===== config.mk =====
export PLATFORM = sky130hd
export DESIGN_NAME = iru_seq
export DESIGN_NICKNAME = d
export VERILOG_FILES = /design/src/iru_pkg.sv /design/src/iru_ea_if.sv /design/src/iru_ea.sv /design/src/iru_seq.sv
export SDC_FILE = /design/constraint.sdc
export NUM_CORES = 1
export LEC_CHECK = 0
export ABC_CLOCK_PERIOD_IN_PS = 3300
export BUFFER_PORTS_ARGS = -buffer_cell sky130_fd_sc_hd__buf_2
export CORE_MARGIN = 1
export CORE_UTILIZATION = 35
export DETAILED_ROUTE_END_ITERATION = 16
export PLACE_DENSITY = 0.64
export SYNTH_ARGS = -nofsm -noshare
export SYNTH_HDL_FRONTEND = slang
export SYNTH_SLANG_ARGS = --single-unit

===== constraint.sdc =====
create_clock -name clk -period 3.3 [get_ports clk]
set_input_delay 0.495 -clock clk [delete_from_list [all_inputs] [get_ports clk]]
set_output_delay 0.495 -clock clk [all_outputs]
set_load 0.01 [all_outputs]

===== src/iru_pkg.sv =====
// Constants and types shared by the interrupt and reset sequencer
package iru_pkg;

  // ********************************************************
  // Vector addresses and stack page
  // ********************************************************
  localparam logic [15:0] VEC_NMI_LO = 16'hfffa;
  localparam logic [15:0] VEC_NMI_HI = 16'hfffb;
  localparam logic [15:0] VEC_RST_LO = 16'hfffc;
  localparam logic [15:0] VEC_RST_HI = 16'hfffd;
  localparam logic [15:0] VEC_IRQ_LO = 16'hfffe;
  localparam logic [15:0] VEC_IRQ_HI = 16'hffff;
  localparam logic [7:0] STACK_PAGE = 8'h01;
  localparam logic [7:0] ZERO_PAGE = 8'h00;

  // ********************************************************
  // Reset values and status bit positions
  // ********************************************************
  localparam logic [15:0] ADDR_RESET = 16'h0000;
  localparam logic [7:0] SP_RESET = 8'hfd;
  localparam logic [7:0] P_RESET = 8'h20;
  localparam logic [1:0] SYNC_IDLE = 2'h3;
  localparam int P_I = 2;
  localparam int P_B = 4;
  localparam int P_U = 5;
  localparam int P_V = 6;

  // ********************************************************
  // Timing counts, in processor cycles of two clocks each
  // ********************************************************
  localparam int INIT_CYCLES = 6;
  localparam logic [2:0] INIT_LAST = 3'(INIT_CYCLES - 1);

  // ********************************************************
  // Sequencer states and addressing modes
  // ********************************************************
  typedef enum logic [3:0] {
    ST_RST = 4'h0, ST_INIT = 4'h1, ST_VECL = 4'h2, ST_VECH = 4'h3,
    ST_FETCH = 4'h4, ST_OPR1 = 4'h5, ST_OPR2 = 4'h6, ST_DATA = 4'h7,
    ST_PUSHH = 4'h8, ST_PUSHL = 4'h9, ST_PUSHP = 4'ha,
    ST_IVECL = 4'hb, ST_IVECH = 4'hc
  } iru_state_type;

  typedef enum logic [3:0] {
    MD_IMPL = 4'h0, MD_ACC = 4'h1, MD_IMM = 4'h2, MD_ZP = 4'h3,
    MD_ZPX = 4'h4, MD_ZPY = 4'h5, MD_ABS = 4'h6, MD_ABSX = 4'h7,
    MD_ABSY = 4'h8, MD_REL = 4'h9
  } iru_mode_type;

  typedef struct packed {
    iru_state_type st;
    iru_mode_type mode;
    logic ph;
    logic [2:0] cnt;
    logic [15:0] pc;
    logic [7:0] sp;
    logic [7:0] p;
    logic [7:0] b2;
    logic wr;
    logic taken;
    logic vnmi;
    logic npend;
    logic ilvl;
    logic nprev;
    logic sprev;
    logic [1:0] rdy_q;
    logic [1:0] irq_q;
    logic [1:0] nmi_q;
    logic [1:0] so_q;
    logic [15:0] addr;
    logic rw;
    logic sync;
    logic [7:0] dout;
    logic doe;
    logic phi1;
    logic phi2;
    logic [7:0] opc;
    logic opv;
    logic [7:0] rdat;
    logic rdv;
  } iru_reg_type;

endpackage : iru_pkg


===== src/iru_ea_if.sv =====
// Interface between the sequencer and its address calculator
`timescale 1ns/1ns
interface iru_ea_if;
  iru_pkg::iru_mode_type mode;
  logic [7:0] lo;
  logic [7:0] hi;
  logic [7:0] x;
  logic [7:0] y;
  logic [15:0] pc_nxt;
  logic [15:0] ea;
  logic [15:0] target;
  modport calc (input mode, lo, hi, x, y, pc_nxt, output ea, target);
  modport user (output mode, lo, hi, x, y, pc_nxt, input ea, target);
endinterface : iru_ea_if


===== src/iru_ea.sv =====
// Effective address and branch target calculator
`timescale 1ns/1ns
module iru_ea (
  // Operands in, addresses out
  iru_ea_if.calc eab
);

  logic [7:0] idx;

  // ********************************************************
  // Index selection
  // ********************************************************
  // Non-indexed modes add zero so each sum serves plain and indexed modes
  always_comb begin
    case (eab.mode)
      iru_pkg::MD_ZPX, iru_pkg::MD_ABSX: idx = eab.x;
      iru_pkg::MD_ZPY, iru_pkg::MD_ABSY: idx = eab.y;
      default: idx = 8'h00;
    endcase
  end

  // ********************************************************
  // Address forming
  // ********************************************************
  // Eight-bit sum on page zero, so the carry is lost on purpose
  always_comb begin
    case (eab.mode)
      iru_pkg::MD_ZP, iru_pkg::MD_ZPX, iru_pkg::MD_ZPY: begin
        eab.ea = {iru_pkg::ZERO_PAGE, 8'(eab.lo + idx)};
      end
      default: begin
        eab.ea = {eab.hi, eab.lo} + {8'h00, idx};
      end
    endcase
  end

  // Signed offset from the address of the next instruction
  assign eab.target = eab.pc_nxt + {{8{eab.lo[7]}}, eab.lo};

endmodule : iru_ea


===== src/iru_seq.sv =====
// Bus sequencer for interrupt, reset and operand address handling
//
// How it works
// - Finish current instruction, then check mask flag
// - Unmasked request pushes program counter and status
// - Set mask flag after state is saved
// - Maskable vector read from fffe then ffff
// - No interrupt recognised while ready is low
// - Non-maskable input acts on falling edge only
// - Non-maskable request ignores the mask flag
// - Non-maskable vector read from fffa then fffb
// - Sample requests in phase two, enter phase one
// - Set-overflow falling edge, sampled ending phase one
// - Opcode fetch flag high through fetch cycle only
// - Ready low at fetch freezes until ready high
// - No bus writes while reset is held low
// - Six init cycles, set mask, vector fffc/fffd
// - Direction high for reads, low for writes
// - Immediate operand is second byte, no access
// - Absolute address is byte three, byte two
// - Zero page forces high address byte zero
// - Zero page index sum wraps within page
// - Absolute indexed adds index to sixteen bits
// - Branch adds signed offset to next address
// - Ready low during write does not halt
// - Ready low on read holds current address, except in init
`timescale 1ns/1ns
module iru_seq (
  // Clock and reset
  input wire logic clk,
  input wire logic reset_n,
  // Memory bus
  output logic [15:0] addr,
  output logic [7:0] data_out,
  output logic data_oe,
  input wire logic [7:0] data_in,
  output logic rw,
  output logic opfetch,
  output logic phi1_out,
  output logic phi2_out,
  // Asynchronous control pins
  input wire logic rdy,
  input wire logic irq_n,
  input wire logic nmi_n,
  input wire logic so_n,
  // Instruction core side
  output logic [7:0] opcode,
  output logic opcode_valid,
  output logic [7:0] operand,
  output logic operand_valid,
  output logic [7:0] status,
  input wire logic [3:0] dec_mode,
  input wire logic dec_write,
  input wire logic dec_taken,
  input wire logic [7:0] idx_x,
  input wire logic [7:0] idx_y,
  input wire logic [7:0] wr_data,
  input wire logic p_we,
  input wire logic [7:0] p_wdata
);

  // ********************************************************
  // State, reset value and address calculator
  // ********************************************************
  // Reads high and drives nothing from the first reset edge
  localparam iru_pkg::iru_reg_type RST_VAL = '{
    st: iru_pkg::ST_RST, mode: iru_pkg::MD_IMPL,
    pc: iru_pkg::ADDR_RESET, addr: iru_pkg::ADDR_RESET,
    sp: iru_pkg::SP_RESET, p: iru_pkg::P_RESET,
    rdy_q: iru_pkg::SYNC_IDLE, irq_q: iru_pkg::SYNC_IDLE,
    nmi_q: iru_pkg::SYNC_IDLE, so_q: iru_pkg::SYNC_IDLE,
    rw: 1'b1, phi1: 1'b1, nprev: 1'b1, sprev: 1'b1, default: '0};

  iru_pkg::iru_reg_type s_r;
  iru_pkg::iru_reg_type n;
  logic done_c;
  logic go_int;

  iru_ea_if ea_bus();

  // The final operand byte comes straight off the bus to save a cycle
  assign ea_bus.mode = s_r.mode;
  assign ea_bus.lo = (s_r.st == iru_pkg::ST_OPR1) ? data_in : s_r.b2;
  assign ea_bus.hi = data_in;
  assign ea_bus.x = idx_x;
  assign ea_bus.y = idx_y;
  assign ea_bus.pc_nxt = s_r.pc + 16'h0001;

  iru_ea u_ea (
    .eab (ea_bus.calc)
  );

  // ********************************************************
  // Next state
  // ********************************************************
  always_comb begin
    n = s_r;
    done_c = 1'b0;
    // NMI wins over IRQ; IRQ only with the mask clear
    go_int = s_r.npend || (s_r.ilvl && !s_r.p[iru_pkg::P_I]);
    n.opv = 1'b0;
    n.rdv = 1'b0;
    // Two-flop synchronisers; only stage two is read by logic
    n.rdy_q = {s_r.rdy_q[0], rdy};
    n.irq_q = {s_r.irq_q[0], irq_n};
    n.nmi_q = {s_r.nmi_q[0], nmi_n};
    n.so_q = {s_r.so_q[0], so_n};
    // Phase toggles every clock: ph low is phase one
    n.ph = ~s_r.ph;
    n.phi1 = s_r.ph;
    n.phi2 = ~s_r.ph;
    // Core decode is taken at the end of phase one
    if (!s_r.ph && s_r.st == iru_pkg::ST_OPR1) begin
      n.mode = iru_pkg::iru_mode_type'(dec_mode);
      n.wr = dec_write;
      n.taken = dec_taken;
    end
    // Core flag writes land at the end of phase two
    if (s_r.ph && p_we) begin
      n.p = p_wdata;
      n.p[iru_pkg::P_U] = 1'b1;
    end
    // Overflow set after core write, so the edge is never lost
    if (!s_r.ph) begin
      n.sprev = s_r.so_q[1];
      if (s_r.sprev && !s_r.so_q[1]) begin
        n.p[iru_pkg::P_V] = 1'b1;
      end
    end
    if (s_r.st == iru_pkg::ST_RST) begin
      // First edge with reset released starts the init count
      n.st = iru_pkg::ST_INIT;
      n.ph = 1'b0;
      n.phi1 = 1'b1;
      n.phi2 = 1'b0;
      n.cnt = 3'h0;
    end else if (s_r.ph && (!s_r.rw || s_r.rdy_q[1] ||
                 s_r.st == iru_pkg::ST_INIT)) begin
      // A bus cycle ends; a read with ready low repeats instead, except in init
      case (s_r.st)
        iru_pkg::ST_INIT: begin
          if (s_r.cnt == iru_pkg::INIT_LAST) begin
            n.st = iru_pkg::ST_VECL;
            n.p[iru_pkg::P_I] = 1'b1;
          end else begin
            n.cnt = s_r.cnt + 3'h1;
          end
        end
        iru_pkg::ST_VECL: begin
          n.b2 = data_in;
          n.st = iru_pkg::ST_VECH;
        end
        iru_pkg::ST_VECH: begin
          n.pc = {data_in, s_r.b2};
          done_c = 1'b1;
        end
        iru_pkg::ST_FETCH: begin
          n.opc = data_in;
          n.opv = 1'b1;
          n.pc = s_r.pc + 16'h0001;
          n.st = iru_pkg::ST_OPR1;
        end
        iru_pkg::ST_OPR1: begin
          case (s_r.mode)
            iru_pkg::MD_IMM: begin
              // Second byte is the operand itself
              n.rdat = data_in;
              n.rdv = 1'b1;
              n.pc = s_r.pc + 16'h0001;
              done_c = 1'b1;
            end
            iru_pkg::MD_ZP, iru_pkg::MD_ZPX, iru_pkg::MD_ZPY: begin
              n.pc = s_r.pc + 16'h0001;
              n.addr = ea_bus.ea;
              n.st = iru_pkg::ST_DATA;
            end
            iru_pkg::MD_ABS, iru_pkg::MD_ABSX, iru_pkg::MD_ABSY: begin
              n.b2 = data_in;
              n.pc = s_r.pc + 16'h0001;
              n.st = iru_pkg::ST_OPR2;
            end
            iru_pkg::MD_REL: begin
              // Offset counts from the already advanced counter
              n.pc = s_r.taken ? ea_bus.target : ea_bus.pc_nxt;
              done_c = 1'b1;
            end
            default: begin
              // Implied and accumulator: read is a dummy
              done_c = 1'b1;
            end
          endcase
        end
        iru_pkg::ST_OPR2: begin
          n.pc = s_r.pc + 16'h0001;
          n.addr = ea_bus.ea;
          n.st = iru_pkg::ST_DATA;
        end
        iru_pkg::ST_DATA: begin
          if (!s_r.wr) begin
            n.rdat = data_in;
            n.rdv = 1'b1;
          end
          done_c = 1'b1;
        end
        iru_pkg::ST_PUSHH: begin
          n.sp = s_r.sp - 8'h01;
          n.st = iru_pkg::ST_PUSHL;
        end
        iru_pkg::ST_PUSHL: begin
          n.sp = s_r.sp - 8'h01;
          n.st = iru_pkg::ST_PUSHP;
        end
        iru_pkg::ST_PUSHP: begin
          n.sp = s_r.sp - 8'h01;
          n.p[iru_pkg::P_I] = 1'b1;
          n.st = iru_pkg::ST_IVECL;
        end
        iru_pkg::ST_IVECL: begin
          n.b2 = data_in;
          n.st = iru_pkg::ST_IVECH;
        end
        iru_pkg::ST_IVECH: begin
          n.pc = {data_in, s_r.b2};
          done_c = 1'b1;
        end
        default: begin
          n.st = iru_pkg::ST_RST;
        end
      endcase
      // Instruction boundary: enter interrupt or fetch next opcode
      if (done_c) begin
        if (go_int) begin
          n.st = iru_pkg::ST_PUSHH;
          n.vnmi = s_r.npend;
          n.npend = 1'b0;
        end else begin
          n.st = iru_pkg::ST_FETCH;
        end
      end
      // Bus outputs for the cycle about to start
      n.sync = (n.st == iru_pkg::ST_FETCH);
      n.rw = 1'b1;
      n.doe = 1'b0;
      case (n.st)
        iru_pkg::ST_FETCH, iru_pkg::ST_OPR1, iru_pkg::ST_OPR2: begin
          n.addr = n.pc;
        end
        iru_pkg::ST_VECL: n.addr = iru_pkg::VEC_RST_LO;
        iru_pkg::ST_VECH: n.addr = iru_pkg::VEC_RST_HI;
        iru_pkg::ST_IVECL: begin
          n.addr = n.vnmi ? iru_pkg::VEC_NMI_LO
                          : iru_pkg::VEC_IRQ_LO;
        end
        iru_pkg::ST_IVECH: begin
          n.addr = n.vnmi ? iru_pkg::VEC_NMI_HI
                          : iru_pkg::VEC_IRQ_HI;
        end
        iru_pkg::ST_PUSHH: begin
          n.addr = {iru_pkg::STACK_PAGE, n.sp};
          n.dout = n.pc[15:8];
          n.rw = 1'b0;
          n.doe = 1'b1;
        end
        iru_pkg::ST_PUSHL: begin
          n.addr = {iru_pkg::STACK_PAGE, n.sp};
          n.dout = n.pc[7:0];
          n.rw = 1'b0;
          n.doe = 1'b1;
        end
        iru_pkg::ST_PUSHP: begin
          // Hardware entry pushes the break bit clear
          n.addr = {iru_pkg::STACK_PAGE, n.sp};
          n.dout = n.p;
          n.dout[iru_pkg::P_B] = 1'b0;
          n.rw = 1'b0;
          n.doe = 1'b1;
        end
        iru_pkg::ST_DATA: begin
          n.rw = !n.wr;
          n.doe = n.wr;
          n.dout = wr_data;
        end
        default: n.addr = s_r.addr;
      endcase
    end
    // Requests sampled in phase two, only while ready is high
    if (s_r.ph && s_r.rdy_q[1]) begin
      n.nprev = s_r.nmi_q[1];
      n.ilvl = !s_r.irq_q[1];
      if (s_r.nprev && !s_r.nmi_q[1]) begin
        n.npend = 1'b1;
      end
    end
  end

  // ********************************************************
  // State register
  // ********************************************************
  // Reset holds the bus in read with drivers off
  always_ff @(posedge clk) begin
    if (!reset_n) begin
      s_r <= RST_VAL;
    end else begin
      s_r <= n;
    end
  end

  // Outputs straight from the state register
  assign addr = s_r.addr;
  assign data_out = s_r.dout;
  assign data_oe = s_r.doe;
  assign rw = s_r.rw;
  assign opfetch = s_r.sync;
  assign phi1_out = s_r.phi1;
  assign phi2_out = s_r.phi2;
  assign opcode = s_r.opc;
  assign opcode_valid = s_r.opv;
  assign operand = s_r.rdat;
  assign operand_valid = s_r.rdv;
  assign status = s_r.p;
endmodule : iru_seq


# After elaboration in Yosys (flattened, before gate mapping)
# Cells that the tools add are included.
[totals] register_bits=113 inputBits=53 out_inout_bits=55 elab_cells=173
[op_classes] add_sub_neg=6 eq_ne=37 muxes=49 n_bitwise=5 n_reduce_logical=45
[ops] op="16-bit case mux with 7 select lines" count=1
[ops] op="16-bit case mux with 2 select lines" count=2
[ops] op="4-bit by 3-bit == test with 1-bit output (second input constant)" count=12
[ops] op="4-bit == test (second input constant)" count=12
[ops] op="16-bit 2-to-1 mux" count=3
[ops] op="16-bit case mux with 3 select lines" count=1
[ops] op="4-bit case mux with 10 select lines" count=1
[ops] op="9-bit case mux with 4 select lines" count=1
[ops] op="8-bit 2-to-1 mux" count=4
[ops] op="8-bit case mux with 2 select lines" count=2
[ops] op="4-bit by 2-bit == test with 1-bit output (second input constant)" count=6
[ops] op="3-bit OR reduction" count=7
[ops] op="4-bit 2-to-1 mux" count=5
[ops] op="9-bit 2-to-1 mux" count=2
[ops] op="9-bit case mux with 2 select lines" count=1
[ops] op="16-bit by 1-bit adder with 16-bit output (second input constant)" count=1
[ops] op="16-bit adder" count=1
[ops] op="16-bit by 8-bit adder with 16-bit output" count=1
[ops] op="1-bit 2-to-1 mux" count=14
[ops] op="2-bit OR reduction" count=6
[ops] op="2-bit 2-to-1 mux" count=5
[ops] op="5-bit AND reduction" count=2
[ops] op="3-bit 2-to-1 mux" count=3
[ops] op="3-bit AND reduction" count=3
[ops] op="22 further kinds" count=46

# Longest topological paths before layout
[logic_depth] word_depth=13 ltp_mapped=16 ltp_nobuf=15

# Modules after synthesis
# A second synthesis with hierarchy kept.
[unflattened] hier_cells=1064 hier_area_um2=8174.1
[by_module_without_submodules] mod="iru_seq" instances=1 cells_each=820 area_per_inst_um2=6473.7 seq_area_each_um2=2262.2
[by_module_without_submodules] mod="iru_ea" instances=1 cells_each=244 area_per_inst_um2=1700.4 seq_area_each_um2=0.0

# Least setup slack after synthesis
# OpenSTA, ideal clock, no wires.
[synth_timing] path_type="reg2reg" from="register s_r (netlist bit ea_bus.mode[1])" to="register s_r (netlist bit addr[15])" setup_time_ns=0.058 t_arrival_ns=3.299 t_required_ns=3.242 path_slack_ns=-0.057 path_stages_with_launch=16 path_buffers=2 synth_period_minus_slack_ns=3.357 path_cell_list="dfxtp_1 -> buf_2 -> buf_1 -> mux2_2 -> a22oi_1 -> o21ai_0 -> ha_1 -> o21a_1 -> o21ai_0 -> a21boi_0 -> o2111ai_1 -> nor4b_2 -> xor2_1 -> a21oi_1 -> a211oi_1 -> o21a_1"
[synth_between] elab_chain_cells=13 word_cells_on_any_way=48 cone_classes="add/sub: 1; eq/ne: 21; mux: 16; reduce/logical: 10"
[synth_lines] element="start, declared" line="iru_seq.sv:74" text="iru_pkg::iru_reg_type s_r;"
[synth_lines] element="start signal, assigned" line="iru_seq.sv:304" text="s_r <= n;"
[synth_lines] element="4-bit by 3-bit == test with 1-bit output, or another cell as far along" line="iru_seq.sv:164" text="case (s_r.mode)"
[synth_lines] element="6-bit OR reduction (no source line)"
[synth_lines] element="1-bit 2-to-1 mux" line="iru_seq.sv:164"
[synth_lines] element="1-bit case mux with 2 select lines" line="iru_seq.sv:140" text="case (s_r.st)"
[synth_lines] element="1-bit 2-to-1 mux" line="iru_seq.sv:137" text="end else if (s_r.ph && (!s_r.rw || s_r.rdy_q[1] ||"
[synth_lines] element="1-bit 2-to-1 mux" line="iru_seq.sv:130" text="if (s_r.st == iru_pkg::ST_RST) begin"
[synth_lines] element="4-bit 2-to-1 mux" line="iru_seq.sv:231" text="if (done_c) begin"
[synth_lines] element="4-bit 2-to-1 mux" line="iru_seq.sv:137"
[synth_lines] element="4-bit 2-to-1 mux" line="iru_seq.sv:130"
[synth_lines] element="4-bit == test or 4-bit by 3-bit == test with 1-bit output (tied branches)" line="iru_seq.sv:244" text="case (n.st)"
[synth_lines] element="3-bit OR reduction (on tied branches)"
[synth_lines] element="7-bit nonzero test (no source line)"
[synth_lines] element="5-bit AND reduction (no source line)"
# Several ways; a longest one is shown, not always the timed one. The select of a mux whose other input is x is not followed.
# A chain may end at the register's enable or synchronous reset.

# Final worst setup path
[layout_timing] from="register s_r[111] (netlist bit)" to="register s_r (netlist bit addr[7])"
[layout_between] elab_chain_cells=12 word_cells_on_any_way=58 cone_classes="add/sub: 3; eq/ne: 25; mux: 18; bitwise: 1; reduce/logical: 11"
[layout_lines] element="parallel branches: the longest is 12 deep, another holds 16-bit adder"
# Parallel ways; which one is timed is not known. The select of a mux whose other input is x is not followed.

==> flow_metrics.py <==
metrics = {
    "synthesis": {
        "synth-edff-count": 0,
        "synthArstFlopShare_pct": 0,
        "synth_seq_area_share_pct": 26.9,
        "syn_nets": 1176,
        "syn_area_per_cell_um2": 7.67,
        "synth_flop_cell": "dfxtp_1",
        "ys.warnings.count": 0,
        "synth-seq-cells": 113,
        "syn_area_mm2": 0.00842,
        "syn_inst": 1097,
        "synth_cell_type_count": 94,
    },
    "floorplanning": {
        "rows": 56,
        "die_area_mm2": 0.0247,
        "die_w_um": 157,
        "core_area_mm2": 0.0235,
        "start_util_pct": 35.8,
        "pin_count": 108,
        "die_y_um": 157,
    },
    "cts": {
        "cts_tree": "done",
        "cts-root-buf": "clkbuf_16",
        "cts_htree_levels": 4,
        "clkTransAtPathRegs_ns": 0.06,
        "clk_latency_ns": 0.43,
        "cts_buffers": 17,
        "clk_path_buf_depth": 2,
        "cts.sinks": 113,
        "cts_hold_buf": 0,
    },
    "final_layout": {
        "syn2layout_area_growth_pct": 31.5,
        "fin_area_mm2": 0.0111,
        "stdcell_count": 1592,
        "fillers": 2355,
        "layout-drive-gt1-share_pct": 33.0,
        "layout_commonest_cell": "buf_4",
        "final_cell_mix": "146 x buf_4, 110 x dfxtp_1, 107 x nor2_1",
        "finish.utilization_pct": 47.0,
        "antenna-diode-count": 0,
        "nNetsFinal": 1339,
    },
    "drt": {
        "via_count": 8960,
        "wl_per_cell_um": 18.7,
        "drcViolationCount": 0,
        "drtAntennaViolNets": 0,
        "drt_wl_total_um": 29800,
        "drtIter0Drc": 705,
        "via_per_inst": 5.63,
        "drt_pass1_iterations": 5,
    },
    "place": {
        "post_dp_cell_area_mm2": 0.00982,
        "place_hpwl_um": 22700,
        "dp_cells": 1553,
        "port_buffers": 106,
        "place_congestion": 0.948,
    },
    "power": {
        "p_per_area_mw_per_mm2": 399,
        "combPwrFrac_pct": 25.2,
        "p_switching_w": 0.00144,
        "p_total_w": 0.00441,
        "switching_share_pct": 32.6,
        "seq_power_share_pct": 33.2,
        "clkPwrFrac_pct": 41.6,
        "power.leakage_nw": 4.51,
        "ir_drop_mv": 0.366,
        "internal_power_w": 0.00297,
    },
    "worst_setup_path": {
        "critPathLaunch": "s_r[111]$_SDFFE_PP0P_",
        "cpPeakStageDelay_ns": 0.40,
        "crit_fanout": 23,
        "cp.buffers_inverters": 3,
        "end_kind": "register",
        "crit_top_cell": "nand2_1",
        "startpoint_type": "register",
        "crit_type": "reg2reg",
        "cp_slowest_cell": "ha_2",
        "critPathArrivalTime_ns": 3.60,
        "cp_data_required_time_ns": 3.65,
        "critPathTopFamily": "compound AO/OA/AOI/OAI gates",
        "path_cells": "buf_8 -> nand4bb_4 -> buf_6 -> nand2_1 -> nand2_1 -> ha_2 -> a21oi_1 -> maj3_2 -> o21a_4 -> a21boi_1 -> mux2_2 -> o21ai_1 -> buf_4 -> nor2_1 -> o31ai_1",
        "r2r_start": "s_r[111]$_SDFFE_PP0P_",
    },
    "flow_run": {
        "cap_violations": 0,
    },
    "global_routing": {
        "grt.met2_usage_pct": 40.5,
        "grt_first_pass_wirelength_um": 45000,
        "antenna_found_initial": 0,
        "top_usage_layer": "met2",
        "track_usage_pct": 23.9,
        "grt_max_degree": 51,
        "grtUsageMet1_pct": 29.5,
        "grt-ovfl-total": 0,
        "met3_usage_pct": 3.91,
        "grt_pass1_vias": 8138,
    },
    "timing": {
        "hold_violations": 0,
        "slew_viol_final": 0,
        "tightest_slew_ns": 0.916,
        "setup_violations": 0,
        "timing.slew.headroom_pct": 38.4,
        "min_period_ns": 3.25,
        "fin_crit_sh_pct": 98.5,
        "rsz0062_at_grt": "true",
        "max_freq_mhz": 308,
        "hold_ws_ns": 0.247,
        "fin_skew_ns": 0.0128,
    },
    "min_path": {
        "min-delay-start": "irq_n",
        "worst_hold_path_type": "in2reg",
    },
    "outcome": {
        "status": "finished, final reports clean",
    },
}
metrics by stage:
step	setup WS, ns	setup TNS [ns]
6_report	0.0503	0
3_3_place_gp	-0.222	-1.94
4_1_cts	-0.000389	-0.000389
2_1_floorplan	0.0514	0
3_5_place_dp	-0.286	-2.53
5_1_grt	-0.124	-0.485
state kept, by name, indices dropped and copies added (netlist names), 4 cells and up:
| name | flops |
|---|---|
| addr | 16 |
| data_out | 8 |
| ea_bus.mode | 4 |
| n | 4 |
| opcode | 8 |
| operand | 8 |
| s_r | 50 |
| status | 8 |
cells in the mapped netlist, types with 4 or more instances:
library cell	number	area share (%)
o31ai_1	7	0.62
a21oi_1	89	5.3
o21ai_1	9	0.54
o21ai_0	64	3.8
buf_2	16	0.95
nand2_1	104	4.6
nor4_1	4	0.30
a221oi_1	16	1.7
a211oi_1	11	0.98
a31oi_1	18	1.3
a21o_1	10	0.89
xnor2_1	31	3.2
or2_2	4	0.30
or3_1	13	0.97
nor3_1	29	1.7
dfxtp_1	113	27
a311oi_1	6	0.62
o22a_1	4	0.42
nand4_1	10	0.74
and4_1	4	0.42
nand3_1	33	2.0
clkbuf_1	45	2.0
xor2_1	19	2.0
a221o_1	4	0.48
a2111oi_0	4	0.42
mux2_2	11	1.5
mux2i_1	35	4.2
o21a_1	14	1.2
nand2b_1	21	1.6
and2_1	9	0.67
buf_1	7	0.31
nor2b_1	4	0.30
a22oi_1	15	1.3
and3_1	7	0.52
buf_4	48	4.3
nor2_1	111	4.9
ha_1	26	3.9
inv_1	26	1.2
o22ai_1	10	0.74
final timing paths:
kind	to	slack (ns)	depth (start not counted)
setup / recovery	addr[7]$_SDFFE_PN0P_	0.05	15
hold / removal	n[52]$_SDFF_PN1_	0.25	2
setup reg to reg	addr[7]$_SDFFE_PN0P_	0.05	15
hold reg to reg	s_r[52]$_SDFF_PN1_	0.40	1
power by group through the flow:
stage | clock network, W | logic, W | registers [W]
2_1_floorplan | 0 | 0.000618 | 0.00149
4_1_cts | 0.00186 | 0.00105 | 0.00146
6_report | 0.00184 | 0.00111 | 0.00146
5_1_grt | 0.00192 | 0.00119 | 0.00147
3_3_place_gp | 0 | 0.00100 | 0.00149
3_5_place_dp | 0 | 0.00101 | 0.00149
area by class of cell:
cell class / count / area, µm² / area share, %
inverter: 28 / 109 / 0.984
clock inverter: 15 / 159 / 1.44
sequential: 113 / 2270 / 20.5
timing repair buffer: 261 / 1750 / 15.8
tap: 319 / 399 / 3.61
multi-input combinational: 839 / 5960 / 53.8
clock buffer: 17 / 425 / 3.84
metal layers:
| metal | share of wire [%] | routed length [µm] |
|---|---|---|
| met2 | 48 | 14400 |
| met1 | 42 | 12500 |
| met4 | 4.1 | 1210 |
| met5 | 0 | 0 |
| met3 | 5.5 | 1650 |
cells by family after synthesis:
| family | share of synthesized area, % |
|---|---|
| AND/OR/NAND/NOR | 21.8 |
| AO/OA/AOI/OAI | 26.8 |
| buffers and inverters | 8.93 |
| flip-flops | 26.9 |
| XOR/XNOR | 5.20 |
| multiplexers | 6.14 |
| adder cells (fa/ha/maj) | 4.24 |
timing repair:
action                                  CTS  global route
endpoints found under the setup margin   25            27
gates resized for setup                  38            81
buffers inserted                          4             3
pin swaps                                 5            41
Note: power is estimated with default switching activity, not from simulation.
